==> src/verilog/pecint_pkg.sv <==
// pecint_pkg: constants and types for the port edge change interrupt block
// assumes a 32-bit classic wishbone register bus and a six-pin port
package pecint_pkg;

    // port and register geometry
    localparam int PECINT_PINS = 6;
    localparam int PECINT_REG_W = 8;
    localparam int PECINT_DATA_W = 32;
    localparam int PECINT_ADDR_W = 8;

    // register byte offsets
    localparam logic [PECINT_ADDR_W-1:0] PECINT_OFS_RISE = 8'h00;
    localparam logic [PECINT_ADDR_W-1:0] PECINT_OFS_FALL = 8'h04;
    localparam logic [PECINT_ADDR_W-1:0] PECINT_OFS_FLAG = 8'h08;
    localparam logic [PECINT_ADDR_W-1:0] PECINT_OFS_MASK = 8'h0c;
    localparam logic [PECINT_ADDR_W-1:0] PECINT_OFS_PINS = 8'h10;

    // reset values
    localparam logic [PECINT_PINS-1:0] PECINT_RST_RISE = 6'h00;
    localparam logic [PECINT_PINS-1:0] PECINT_RST_FALL = 6'h00;
    localparam logic [PECINT_PINS-1:0] PECINT_RST_FLAG = 6'h00;
    localparam logic [PECINT_PINS-1:0] PECINT_RST_MASK = 6'h00;
    localparam logic [PECINT_PINS-1:0] PECINT_RST_PIN = 6'h00;

    // bus request carried as one unit
    typedef struct packed {
        logic cyc;
        logic stb;
        logic we;
        logic [PECINT_ADDR_W-1:0] adr;
        logic [3:0] sel;
        logic [PECINT_DATA_W-1:0] dat;
    } pecint_wb_req_t;

    // bus answer carried as one unit
    typedef struct packed {
        logic ack;
        logic err;
        logic [PECINT_DATA_W-1:0] dat;
    } pecint_wb_rsp_t;

    // register select decode
    typedef enum logic [2:0] {
        PECINT_SEL_NONE,
        PECINT_SEL_RISE,
        PECINT_SEL_FALL,
        PECINT_SEL_FLAG,
        PECINT_SEL_MASK,
        PECINT_SEL_PINS
    } pecint_sel_t;

endpackage

==> src/verilog/pecint_top.sv <==
// pecint_top: edge change detection and flags for a six-pin port
// assumes pins may be asynchronous; two-stage sync to sys_clk_in; wishbone classic slave
// assumes software clears flags by writing ones
//
// Local design decisions: the placing of the registers and the Wishbone register port.
`timescale 1ns/100ps
module pecint_top
    import pecint_pkg::*;
#(
    parameter int PINS = PECINT_PINS
) (
    input wire logic sys_clk_in,
    input wire logic reset_n_in,
    input wire logic [PINS-1:0] port_pin_in,
    input wire logic wb_cyc_in,
    input wire logic wb_stb_in,
    input wire logic wb_we_in,
    input wire logic [PECINT_ADDR_W-1:0] wb_adr_in,
    input wire logic [3:0] wb_sel_in,
    input wire logic [PECINT_DATA_W-1:0] wb_dat_in,
    output logic [PECINT_DATA_W-1:0] wb_dat_out,
    output logic wb_ack_out,
    output logic wb_err_out,
    output logic irq_out
);

    pecint_wb_req_t req;
    pecint_wb_rsp_t rsp;
    pecint_wb_rsp_t next_rsp;
    pecint_sel_t sel;

    logic [PINS-1:0] pin_sync;
    logic [PINS-1:0] pin_now;
    logic [PINS-1:0] pin_prev;
    logic [PINS-1:0] next_pin_sync;
    logic [PINS-1:0] next_pin_now;
    logic [PINS-1:0] next_pin_prev;

    logic [PINS-1:0] rising_edge_enable;
    logic [PINS-1:0] falling_edge_enable;
    logic [PINS-1:0] change_flags;
    logic [PINS-1:0] irq_mask;
    logic [PINS-1:0] next_rising_edge_enable;
    logic [PINS-1:0] next_falling_edge_enable;
    logic [PINS-1:0] next_change_flags;
    logic [PINS-1:0] next_irq_mask;
    logic next_irq;
    logic irq;

    logic [PINS-1:0] rise_seen;
    logic [PINS-1:0] fall_seen;
    logic [PINS-1:0] hit;
    logic access;
    logic wr_low;
    logic wr_rise;
    logic wr_fall;
    logic wr_flag;
    logic wr_mask;
    logic [PINS-1:0] wr_bits;
    logic [PINS-1:0] flag_clear;

    // implemented bits in the low lane, upper bits zero
    function automatic logic [PECINT_DATA_W-1:0] widen(input logic [PINS-1:0] v);
        logic [PECINT_DATA_W-1:0] r;
        r = '0;
        r[PINS-1:0] = v;
        return r;
    endfunction

    // only the implemented low bits are stored
    function automatic logic [PINS-1:0] lane_bits(input logic [PECINT_DATA_W-1:0] w);
        return w[PINS-1:0];
    endfunction

    function automatic logic [PINS-1:0] armed_edge(
        input logic [PINS-1:0] now_v,
        input logic [PINS-1:0] prev_v,
        input logic [PINS-1:0] armed
    );
        return now_v & ~prev_v & armed;
    endfunction

    // write strobe for one register
    function automatic logic is_write(
        input logic wr,
        input pecint_sel_t cur,
        input pecint_sel_t target
    );
        return wr && (cur == target);
    endfunction

    // set wins over a clear in the same cycle
    function automatic logic [PINS-1:0] flag_update(
        input logic [PINS-1:0] flags,
        input logic [PINS-1:0] clear,
        input logic [PINS-1:0] set
    );
        logic [PINS-1:0] kept;
        kept = flags & ~clear;
        return kept | set;
    endfunction

    function automatic pecint_sel_t decode(input logic [PECINT_ADDR_W-1:0] a);
        pecint_sel_t s;
        s = PECINT_SEL_NONE;
        if (a == PECINT_OFS_RISE) begin
            s = PECINT_SEL_RISE;
        end else if (a == PECINT_OFS_FALL) begin
            s = PECINT_SEL_FALL;
        end else if (a == PECINT_OFS_FLAG) begin
            s = PECINT_SEL_FLAG;
        end else if (a == PECINT_OFS_MASK) begin
            s = PECINT_SEL_MASK;
        end else if (a == PECINT_OFS_PINS) begin
            s = PECINT_SEL_PINS;
        end
        return s;
    endfunction

    always_comb begin
        req.cyc = wb_cyc_in;
        req.stb = wb_stb_in;
        req.we = wb_we_in;
        req.adr = wb_adr_in;
        req.sel = wb_sel_in;
        req.dat = wb_dat_in;
    end

    // pin sampling
    always_comb begin
        next_pin_sync = port_pin_in;
        next_pin_now = pin_sync;
        next_pin_prev = pin_now;
    end

    always_ff @(posedge sys_clk_in) begin
        if (!reset_n_in) begin
            pin_sync <= PECINT_RST_PIN;
            pin_now <= PECINT_RST_PIN;
            pin_prev <= PECINT_RST_PIN;
        end else begin
            pin_sync <= next_pin_sync;
            pin_now <= next_pin_now;
            pin_prev <= next_pin_prev;
        end
    end

    // edge qualification
    always_comb begin
        rise_seen = armed_edge(pin_now, pin_prev, rising_edge_enable);
        fall_seen = armed_edge(~pin_now, ~pin_prev, falling_edge_enable);
        hit = rise_seen | fall_seen;
    end

    // bus decode
    always_comb begin
        sel = decode(req.adr);
        access = req.cyc && req.stb && !rsp.ack && !rsp.err;
        wr_low = access && req.we && req.sel[0];
        wr_rise = is_write(wr_low, sel, PECINT_SEL_RISE);
        wr_fall = is_write(wr_low, sel, PECINT_SEL_FALL);
        wr_flag = is_write(wr_low, sel, PECINT_SEL_FLAG);
        wr_mask = is_write(wr_low, sel, PECINT_SEL_MASK);
        wr_bits = lane_bits(req.dat);
    end

    // edge enable registers
    always_comb begin
        next_rising_edge_enable = rising_edge_enable;
        next_falling_edge_enable = falling_edge_enable;
        if (wr_rise) begin
            next_rising_edge_enable = wr_bits;
        end
        if (wr_fall) begin
            next_falling_edge_enable = wr_bits;
        end
    end

    always_ff @(posedge sys_clk_in) begin
        if (!reset_n_in) begin
            rising_edge_enable <= PECINT_RST_RISE;
            falling_edge_enable <= PECINT_RST_FALL;
        end else begin
            rising_edge_enable <= next_rising_edge_enable;
            falling_edge_enable <= next_falling_edge_enable;
        end
    end

    // interrupt mask register
    always_comb begin
        next_irq_mask = irq_mask;
        if (wr_mask) begin
            next_irq_mask = wr_bits;
        end
    end

    always_ff @(posedge sys_clk_in) begin
        if (!reset_n_in) begin
            irq_mask <= PECINT_RST_MASK;
        end else begin
            irq_mask <= next_irq_mask;
        end
    end

    // change flags
    always_comb begin
        flag_clear = '0;
        if (wr_flag) begin
            flag_clear = wr_bits;
        end
        next_change_flags = flag_update(change_flags, flag_clear, hit);
    end

    always_ff @(posedge sys_clk_in) begin
        if (!reset_n_in) begin
            change_flags <= PECINT_RST_FLAG;
        end else begin
            change_flags <= next_change_flags;
        end
    end

    always_comb begin
        next_irq = |(next_change_flags & next_irq_mask);
    end

    always_ff @(posedge sys_clk_in) begin
        if (!reset_n_in) begin
            irq <= 1'b0;
        end else begin
            irq <= next_irq;
        end
    end

    // bus answer
    always_comb begin
        next_rsp.ack = 1'b0;
        next_rsp.err = 1'b0;
        next_rsp.dat = '0;
        if (access) begin
            unique case (sel)
                PECINT_SEL_RISE: begin
                    next_rsp.ack = 1'b1;
                    next_rsp.dat = widen(rising_edge_enable);
                end
                PECINT_SEL_FALL: begin
                    next_rsp.ack = 1'b1;
                    next_rsp.dat = widen(falling_edge_enable);
                end
                PECINT_SEL_FLAG: begin
                    next_rsp.ack = 1'b1;
                    next_rsp.dat = widen(change_flags);
                end
                PECINT_SEL_MASK: begin
                    next_rsp.ack = 1'b1;
                    next_rsp.dat = widen(irq_mask);
                end
                PECINT_SEL_PINS: begin
                    next_rsp.ack = 1'b1;
                    next_rsp.dat = widen(pin_now);
                end
                PECINT_SEL_NONE: begin
                    next_rsp.err = 1'b1;
                end
                default: begin
                    next_rsp.err = 1'b1;
                end
            endcase
        end
    end

    always_ff @(posedge sys_clk_in) begin
        if (!reset_n_in) begin
            rsp <= '0;
        end else begin
            rsp <= next_rsp;
        end
    end

    always_comb begin
        wb_dat_out = rsp.dat;
        wb_ack_out = rsp.ack;
        wb_err_out = rsp.err;
        irq_out = irq;
    end

endmodule

==> config.mk <==
export PLATFORM = sky130hd
export DESIGN_NAME = pecint_top
export DESIGN_NICKNAME = d
export VERILOG_FILES = /design/src/verilog/pecint_pkg.sv /design/src/verilog/pecint_top.sv
export SDC_FILE = /design/constraint.sdc
export NUM_CORES = 1
export LEC_CHECK = 0
export ABC_AREA = 1
export BUFFER_PORTS_ARGS = -buffer_cell sky130_fd_sc_hd__buf_2
export CAP_MARGIN = 20
export CORE_UTILIZATION = 53
export DETAILED_ROUTE_END_ITERATION = 6
export PLACE_DENSITY = 0.82
export RECOVER_POWER = 100
export SLEW_MARGIN = 10
export SYNTH_ARGS = -nofsm -noshare
export SYNTH_HDL_FRONTEND = slang
export SYNTH_SLANG_ARGS = --single-unit
==> constraint.sdc <==
create_clock -name sys_clk_in -period 2.3 [get_ports sys_clk_in]
set_input_delay 0.115 -clock sys_clk_in [delete_from_list [all_inputs] [get_ports sys_clk_in]]
set_output_delay 0.115 -clock sys_clk_in [all_outputs]
set_load 0.005 [all_outputs]
==> metrics.md, run 1 <==
| Metric | Value |
|---|---|
| Initial Util | 0.551 |
| Gpl congestion | 0.842 |
| Final WL | 4.53 mm |
| DRT iter0 DRCs | 225 |
| Async S/R FF share, synth | 0 |
| Port Buf Inserts | 34 |
| Antenna cells | 0 |
| Residual DRC | 0 |
| Initial antenna violation count | 0 |
| Sequential area share after synthesis | 0.426 |
| Count leader, synth | nand2_1 |
| Filler cells | 386 |
| WHS | 0.117 ns |
| Clock Tree Root | clkbuf_8 |
| Yosys warnings | 0 |
| Syn Std Cell Area | 0.00240 mm² |
| First-pass GRT wire length | 7.11 mm |
| Worst Tran Pin Value | 0.547 ns |
| Maximum VDD drop | 344 µV |
| Ratio of cells with drive above 1 in the final layout | 0.174 |
| Layout area overhead | 8.35% |
| Design area | 0.00260 mm² |
| Die height | 69.3 µm |
| Total power | 1.48 mW |
| Slowest CP cell | nor2_1 |
| Clock buffer depth | 2 |
| Final hold viol count | 0 |
| CP startpoint | wb_ack_out$_SDFF_PN0_ |
| CP max FO | 11 |
| Cells along the critical path | nor2_1, nand2_1, nor2_4, inv_4, nor2_1, inv_1, o21ai_0, a21oi_1 |
| Synth Register Bits | 51 |
| Most used cell, CP | nor2_1 |
| Largest stage delay, worst path | 0.40 ns |
| # H-tree levels | 2 |
| PnR worst setup slack | 0.406 ns |
| Synth Area per Inst | 7.54 µm² |
| Top area cells in the synthesized netlist | dfxtp_1 (43%), nand2_1 (11%), buf_4 (8.1%) |
| Via count | 1952 |
| Unrepaired setup endpoints after global routing | false |
| CP endpoint kind | register |
| Critical path type | reg2reg |
| LEAKAGE | 1.27 nW |
| Tmin final | 1.89 ns |
| EDFF count, synth | 0 |
| Antenna viol nets, final | 0 |
| Nets | 416 |
| Dpl ws | 0.620 ns |
| Worst reg2reg path startpoint | wb_ack_out$_SDFF_PN0_ |
| GR Overflow Total | 0 |
| Die Area | 0.00480 mm² |
| GRT Util Overall | 0.186 |
| Number of global-route vias before repair | 1638 |
| Drt first pass iters | 4 |
| Ports | 90 |
| HPWL Detailed | 3.20 mm |
| Main synth FF type | dfxtp_1 |
| Req. time, crit path | 2.49 ns |
| Max_cap viols | 0 |
| PostCTS Resize Cnt | 0 |
| Crit path DAT | 2.09 ns |
| Num CTS Buffers | 5 |
| Pwr/cell area | 569 mW/mm² |
| Cells after synthesis | 318 |
| CTS sink count | 51 |
| Clk Latency, worst-skew pair | 0.30 ns |
| Fmax | 0.528 GHz |
| Rows | 24 |
| Top cell type's share of synthesized area | 0.426 |
| WL per Instance | 10.9 µm |
| Outcome | complete, no violations |
| CP startpoint kind | register |
| Hold_sp | wb_dat_in[2] |
| Path category of the worst min-delay check | in2reg |
| Area after DPL | 0.00251 mm² |
| Max Slew Vio Count | 0 |
| Slew headroom | 0.634 |
| CTS tree | yes |
| CORE AREA | 0.00435 mm² |
| Die W | 69.3 µm |
| Routed vias/inst | 4.71 |
| Post-synth top cells | nand2_1 (71), dfxtp_1 (51), inv_1 (43) |
| Finish-stage setup viols | 0 |
| Setup TNS | 0 ns |
| Area leader, netlist | dfxtp_1 |
| Largest net degree at the start of global routing | 31 |
| Clock Skews | 0.00575 ns |
| Fin crit share | 0.824 |
| Netlist cell types | 30 |
| Clock transition at path regs | 0.09 ns |
==> final timing paths <==
kind                                        end  slack (ns)  cells past startpoint
max          rising_edge_enable[3]$_SDFFE_PN0P_        0.41                      8
min                      irq_mask[2]$_SDFF_PN0_        0.12                      3
max reg2reg  rising_edge_enable[3]$_SDFFE_PN0P_        0.41                      8
min reg2reg         next_pin_prev[2]$_SDFF_PN0_        0.42                      2
==> where the power goes <==
group	switching, mW	total [mW]	internal [mW]
clock network	0.267	0.481	0.214
registers	0.00664	0.902	0.896
logic	0.0590	0.0952	0.0362
==> state kept, by name (all words and copies together) (netlist names) <==
name / flops
falling_edge_enable: 6
next_pin_now: 6
irq_out: 1
next_pin_prev: 6
wb_ack_out: 1
rising_edge_enable: 6
irq_mask: 6
wb_dat_out: 6
pin_prev: 6
wb_err_out: 1
change_flags: 6
==> repair_timing <==
action | 4_1_cts | 5_1_grt
endpoints found under the setup margin | 0 | 0
hold buffers | 6 | 0
hold endpoints to repair | 6 | 0
setup buffers | 0 | 0
==> layout by cell type, fill, tap and decap left out, types with 2 or more instances in the layout <==
| cell type | n |
|---|---|
| a211oi_1 | 2 |
| a21oi_1 | 24 |
| a31oi_1 | 3 |
| buf_2 | 33 |
| buf_4 | 4 |
| clkbuf_1 | 3 |
| clkbuf_8 | 5 |
| conb_1 | 26 |
| dfxtp_1 | 51 |
| dlygate4sd3_1 | 6 |
| inv_1 | 46 |
| nand2_1 | 73 |
| nand2_2 | 3 |
| nand3_1 | 7 |
| nand3_2 | 6 |
| nor2_1 | 30 |
| nor2_2 | 4 |
| nor2_4 | 4 |
| nor3_1 | 3 |
| o21ai_0 | 17 |
| o21ai_1 | 2 |
| o2bb2ai_1 | 2 |
==> critical path, delay by kind of cell (launching register included) <==
kind,cells,cell delay [ns]
compound gates,2,0.27
simple gates,4,0.96
flops,1,0.32
buf+inv,2,0.24
==> layout make-up <==
class	instances	area (µm²)	area share
clock buffers	7	76.3	0.0294
clock inverters	1	5.00	0.00193
inverters	48	183	0.0703
multi-input cells	211	988	0.381
flip-flops and latches	51	1020	0.393
well taps	52	65.1	0.0250
repair buffers	44	259	0.0997
==> stage by stage <==
stage,utilization,cells
after floorplan,-,343
after global placement,0.576,400
after detailed placement,0.576,400
after CTS,0.609,414
after global routing,0.597,414
final,0.597,414
==> layer usage <==
metal / part of all wire / GRT usage / up-vias
li1: - / - / 1021
met5: 0 / 0 / -
met4: 0.014 / 0.0748 / 0
met2: 0.49 / 0.310 / 63
met3: 0.053 / 0.0363 / 9
met1: 0.45 / 0.237 / 859
==> logic make-up (layout without fill, tap and decap cells) <==
| family | Yosys count | count (layout) | share of synthesized area |
|---|---|---|---|
| simple gates | 131 | 131 | 0.268 |
| buf+inv | 81 | 100 | 0.180 |
| compound gates | 54 | 54 | 0.125 |
| flops | 51 | 51 | 0.426 |
| other cells | 1 | 26 | 0.00156 |
No activity file was read; power rests on OpenSTA's default activity.
==> run 2: changes to the inputs <==
Settings changed: CORE_UTILIZATION 53 to 49, PLACE_DENSITY 0.82 to 0.77.
Clock period 2.3 ns to 1.9 ns, I/O delays scaled along.
==> run 2 against run 1 <==
First-iteration DRC count shrank 40%. Count of clock-buffer cells in the layout is the same. Sequential power grew 21%. Critical endpoint is now irq_out$_SDFF_PN0_. Global-route usage grew 1.2 points. Maximum frequency grew 13%. Power grew 22%. Combinational power grew 24%. Critical path type unchanged. Die area grew 7.9%.
==> metrics.md, run 2 (synthesized netlist as in run 1, its figures left out) <==
| Metric | Value |
|---|---|
| Fmax | 0.596 GHz |
| CP startpoint kind | register |
| Die Area | 0.00518 mm² |
| Pwr/cell area | 678 mW/mm² |
| Initial antenna violation count | 0 |
| WL per Instance | 10.7 µm |
| Gpl congestion | 0.937 |
| First-pass GRT wire length | 7.78 mm |
| HPWL Detailed | 3.37 mm |
| Antenna viol nets, final | 0 |
| Finish-stage setup viols | 0 |
| Slowest CP cell | dfxtp_1 |
| Fin crit share | 0.883 |
| LEAKAGE | 1.32 nW |
| GR Overflow Total | 0 |
| CP endpoint kind | register |
| Setup TNS | 0 ns |
| Largest stage delay, worst path | 0.31 ns |
| Cells along the critical path | nor2_1, nand2_1, nor2_4, clkbuf_1, nand3_2, nand2_1, nand2_1, nand2_1, nand2_1, nor2_2, a21oi_2 |
| Unrepaired setup endpoints after global routing | false |
| Filler cells | 460 |
| Ports | 90 |
| Largest net degree at the start of global routing | 31 |
| Max Slew Vio Count | 0 |
| CTS sink count | 51 |
| Commonest non-fill, non-tap cell in the layout | nand2_1 |
| Max_cap viols | 0 |
| Drt first pass iters | 4 |
| Critical path type | reg2reg |
| Register area | 0.00102 mm² |
| Dpl ws | 0.304 ns |
| Final hold viol count | 0 |
| DRT iter0 DRCs | 134 |
| CP max FO | 5 |
| Path category of the worst min-delay check | in2reg |
| CTS tree | yes |
| Clk Latency, worst-skew pair | 0.30 ns |
| Clock transition at path regs | 0.09 ns |
| Initial Util | 0.508 |
| Nets | 419 |
| PostCTS Resize Cnt | 0 |
| Via count | 1978 |
| Crit path DAT | 1.87 ns |
| Routed vias/inst | 4.58 |
| Layout area overhead | 10.9% |
| Maximum VDD drop | 517 µV |
| Die height | 71.9 µm |
| CORE AREA | 0.00472 mm² |
| PnR worst setup slack | 0.223 ns |
| Req. time, crit path | 2.09 ns |
| Residual DRC | 0 |
| Clock Tree Root | clkbuf_8 |
| Number of global-route vias before repair | 1763 |
| # H-tree levels | 2 |
| Clock buffer depth | 2 |
| Multi-input logic area | 0.00101 mm² |
| Die W | 71.9 µm |
| GRT Util Overall | 0.199 |
| Clock Skews | 0.00535 ns |
| Antenna cells | 0 |
| Ratio of cells with drive above 1 in the final layout | 0.181 |
| Most frequent cells in the layout | nand2_1 (74), dfxtp_1 (51), inv_1 (44) |
| Port Buf Inserts | 34 |
| Num CTS Buffers | 5 |
| Final WL | 4.61 mm |
| Rows | 25 |
| Outcome | complete, no violations |
| Tmin final | 1.68 ns |
| Most used cell, CP | nand2_1 |
## run 2: cell types whose count changed in the layout (fill, tap and decap cells not counted)
cell,change
buf_2,-2
buf_4,+2
clkbuf_1,+3
inv_1,-2
inv_2,+2
nand2_1,+1
nand2_2,-2
nand2_4,+1
nor2_1,-2
nor2_4,+1
nor2_8,+1
o21ai_0,-1
o21ai_1,+1
## run 2: worst paths after layout
check,depth (start not counted),slack [ns],to,startpoint
worst max-delay path,11,0.22,irq_out$_SDFF_PN0_,wb_ack_out$_SDFF_PN0_
worst min-delay path,3,0.08,falling_edge_enable[5]$_SDFFE_PN0P_,wb_dat_in[5]
worst max register to register,11,0.22,irq_out$_SDFF_PN0_,wb_ack_out$_SDFF_PN0_
worst min register to register,2,0.42,next_pin_prev[4]$_SDFF_PN0_,next_pin_now[4]$_SDFF_PN0_
## run 2: where the power goes
| part | total, mW | internal (mW) | leakage [nW] | switching, mW |
|---|---|---|---|---|
| registers | 1.09 | 1.08 | 0.414 | 0.00805 |
| clock network | 0.591 | 0.259 | 0.0422 | 0.332 |
| logic | 0.118 | 0.0448 | 0.865 | 0.0733 |
## run 2: metrics by stage
stage	instance area, µm²	hold WS (ns)	utilization	std cells	total power, mW
4_1_cts	2690	0.0760	0.570	432	1.82
6_report	2660	0.0750	0.563	432	1.80
5_1_grt	2660	0.0765	0.563	432	1.89
2_1_floorplan	2490	0.193	-	343	1.22
3_3_place_gp	2550	0.274	0.540	418	1.23
3_5_place_dp	2550	0.279	0.540	418	1.23
## run 2: metal layers
layer | global-route usage | vias up | wire length, µm
met4 | 0.0806 | 0 | 102
li1 | - | 1027 | -
met5 | 0 | - | 0
met2 | 0.345 | 72 | 2240
met3 | 0.0431 | 8 | 292
met1 | 0.239 | 871 | 1970
## run 2: area by class of cell
type                    count  area share
multi-input cells         211       0.382
inverters                  48      0.0687
repair buffers             47       0.104
clock inverters             1     0.00188
clock buffers               7      0.0287
flip-flops and latches     51       0.384
well taps                  67      0.0315
## run 2: what timing repair did
item	4_1_cts	5_1_grt
hold endpoints to repair	6	0
endpoints found under the setup margin	0	0
setup buffers	0	0
hold buffers	6	0
## run 2: worst max-delay path, delay by kind of cell (launching register included)
| family | cells | cell delay [ns] |
|---|---|---|
| and+or+nand+nor | 9 | 0.92 |
| AOI/OAI and AO/OA | 1 | 0.06 |
| buffers and inverters | 1 | 0.26 |
| DFF | 1 | 0.31 |
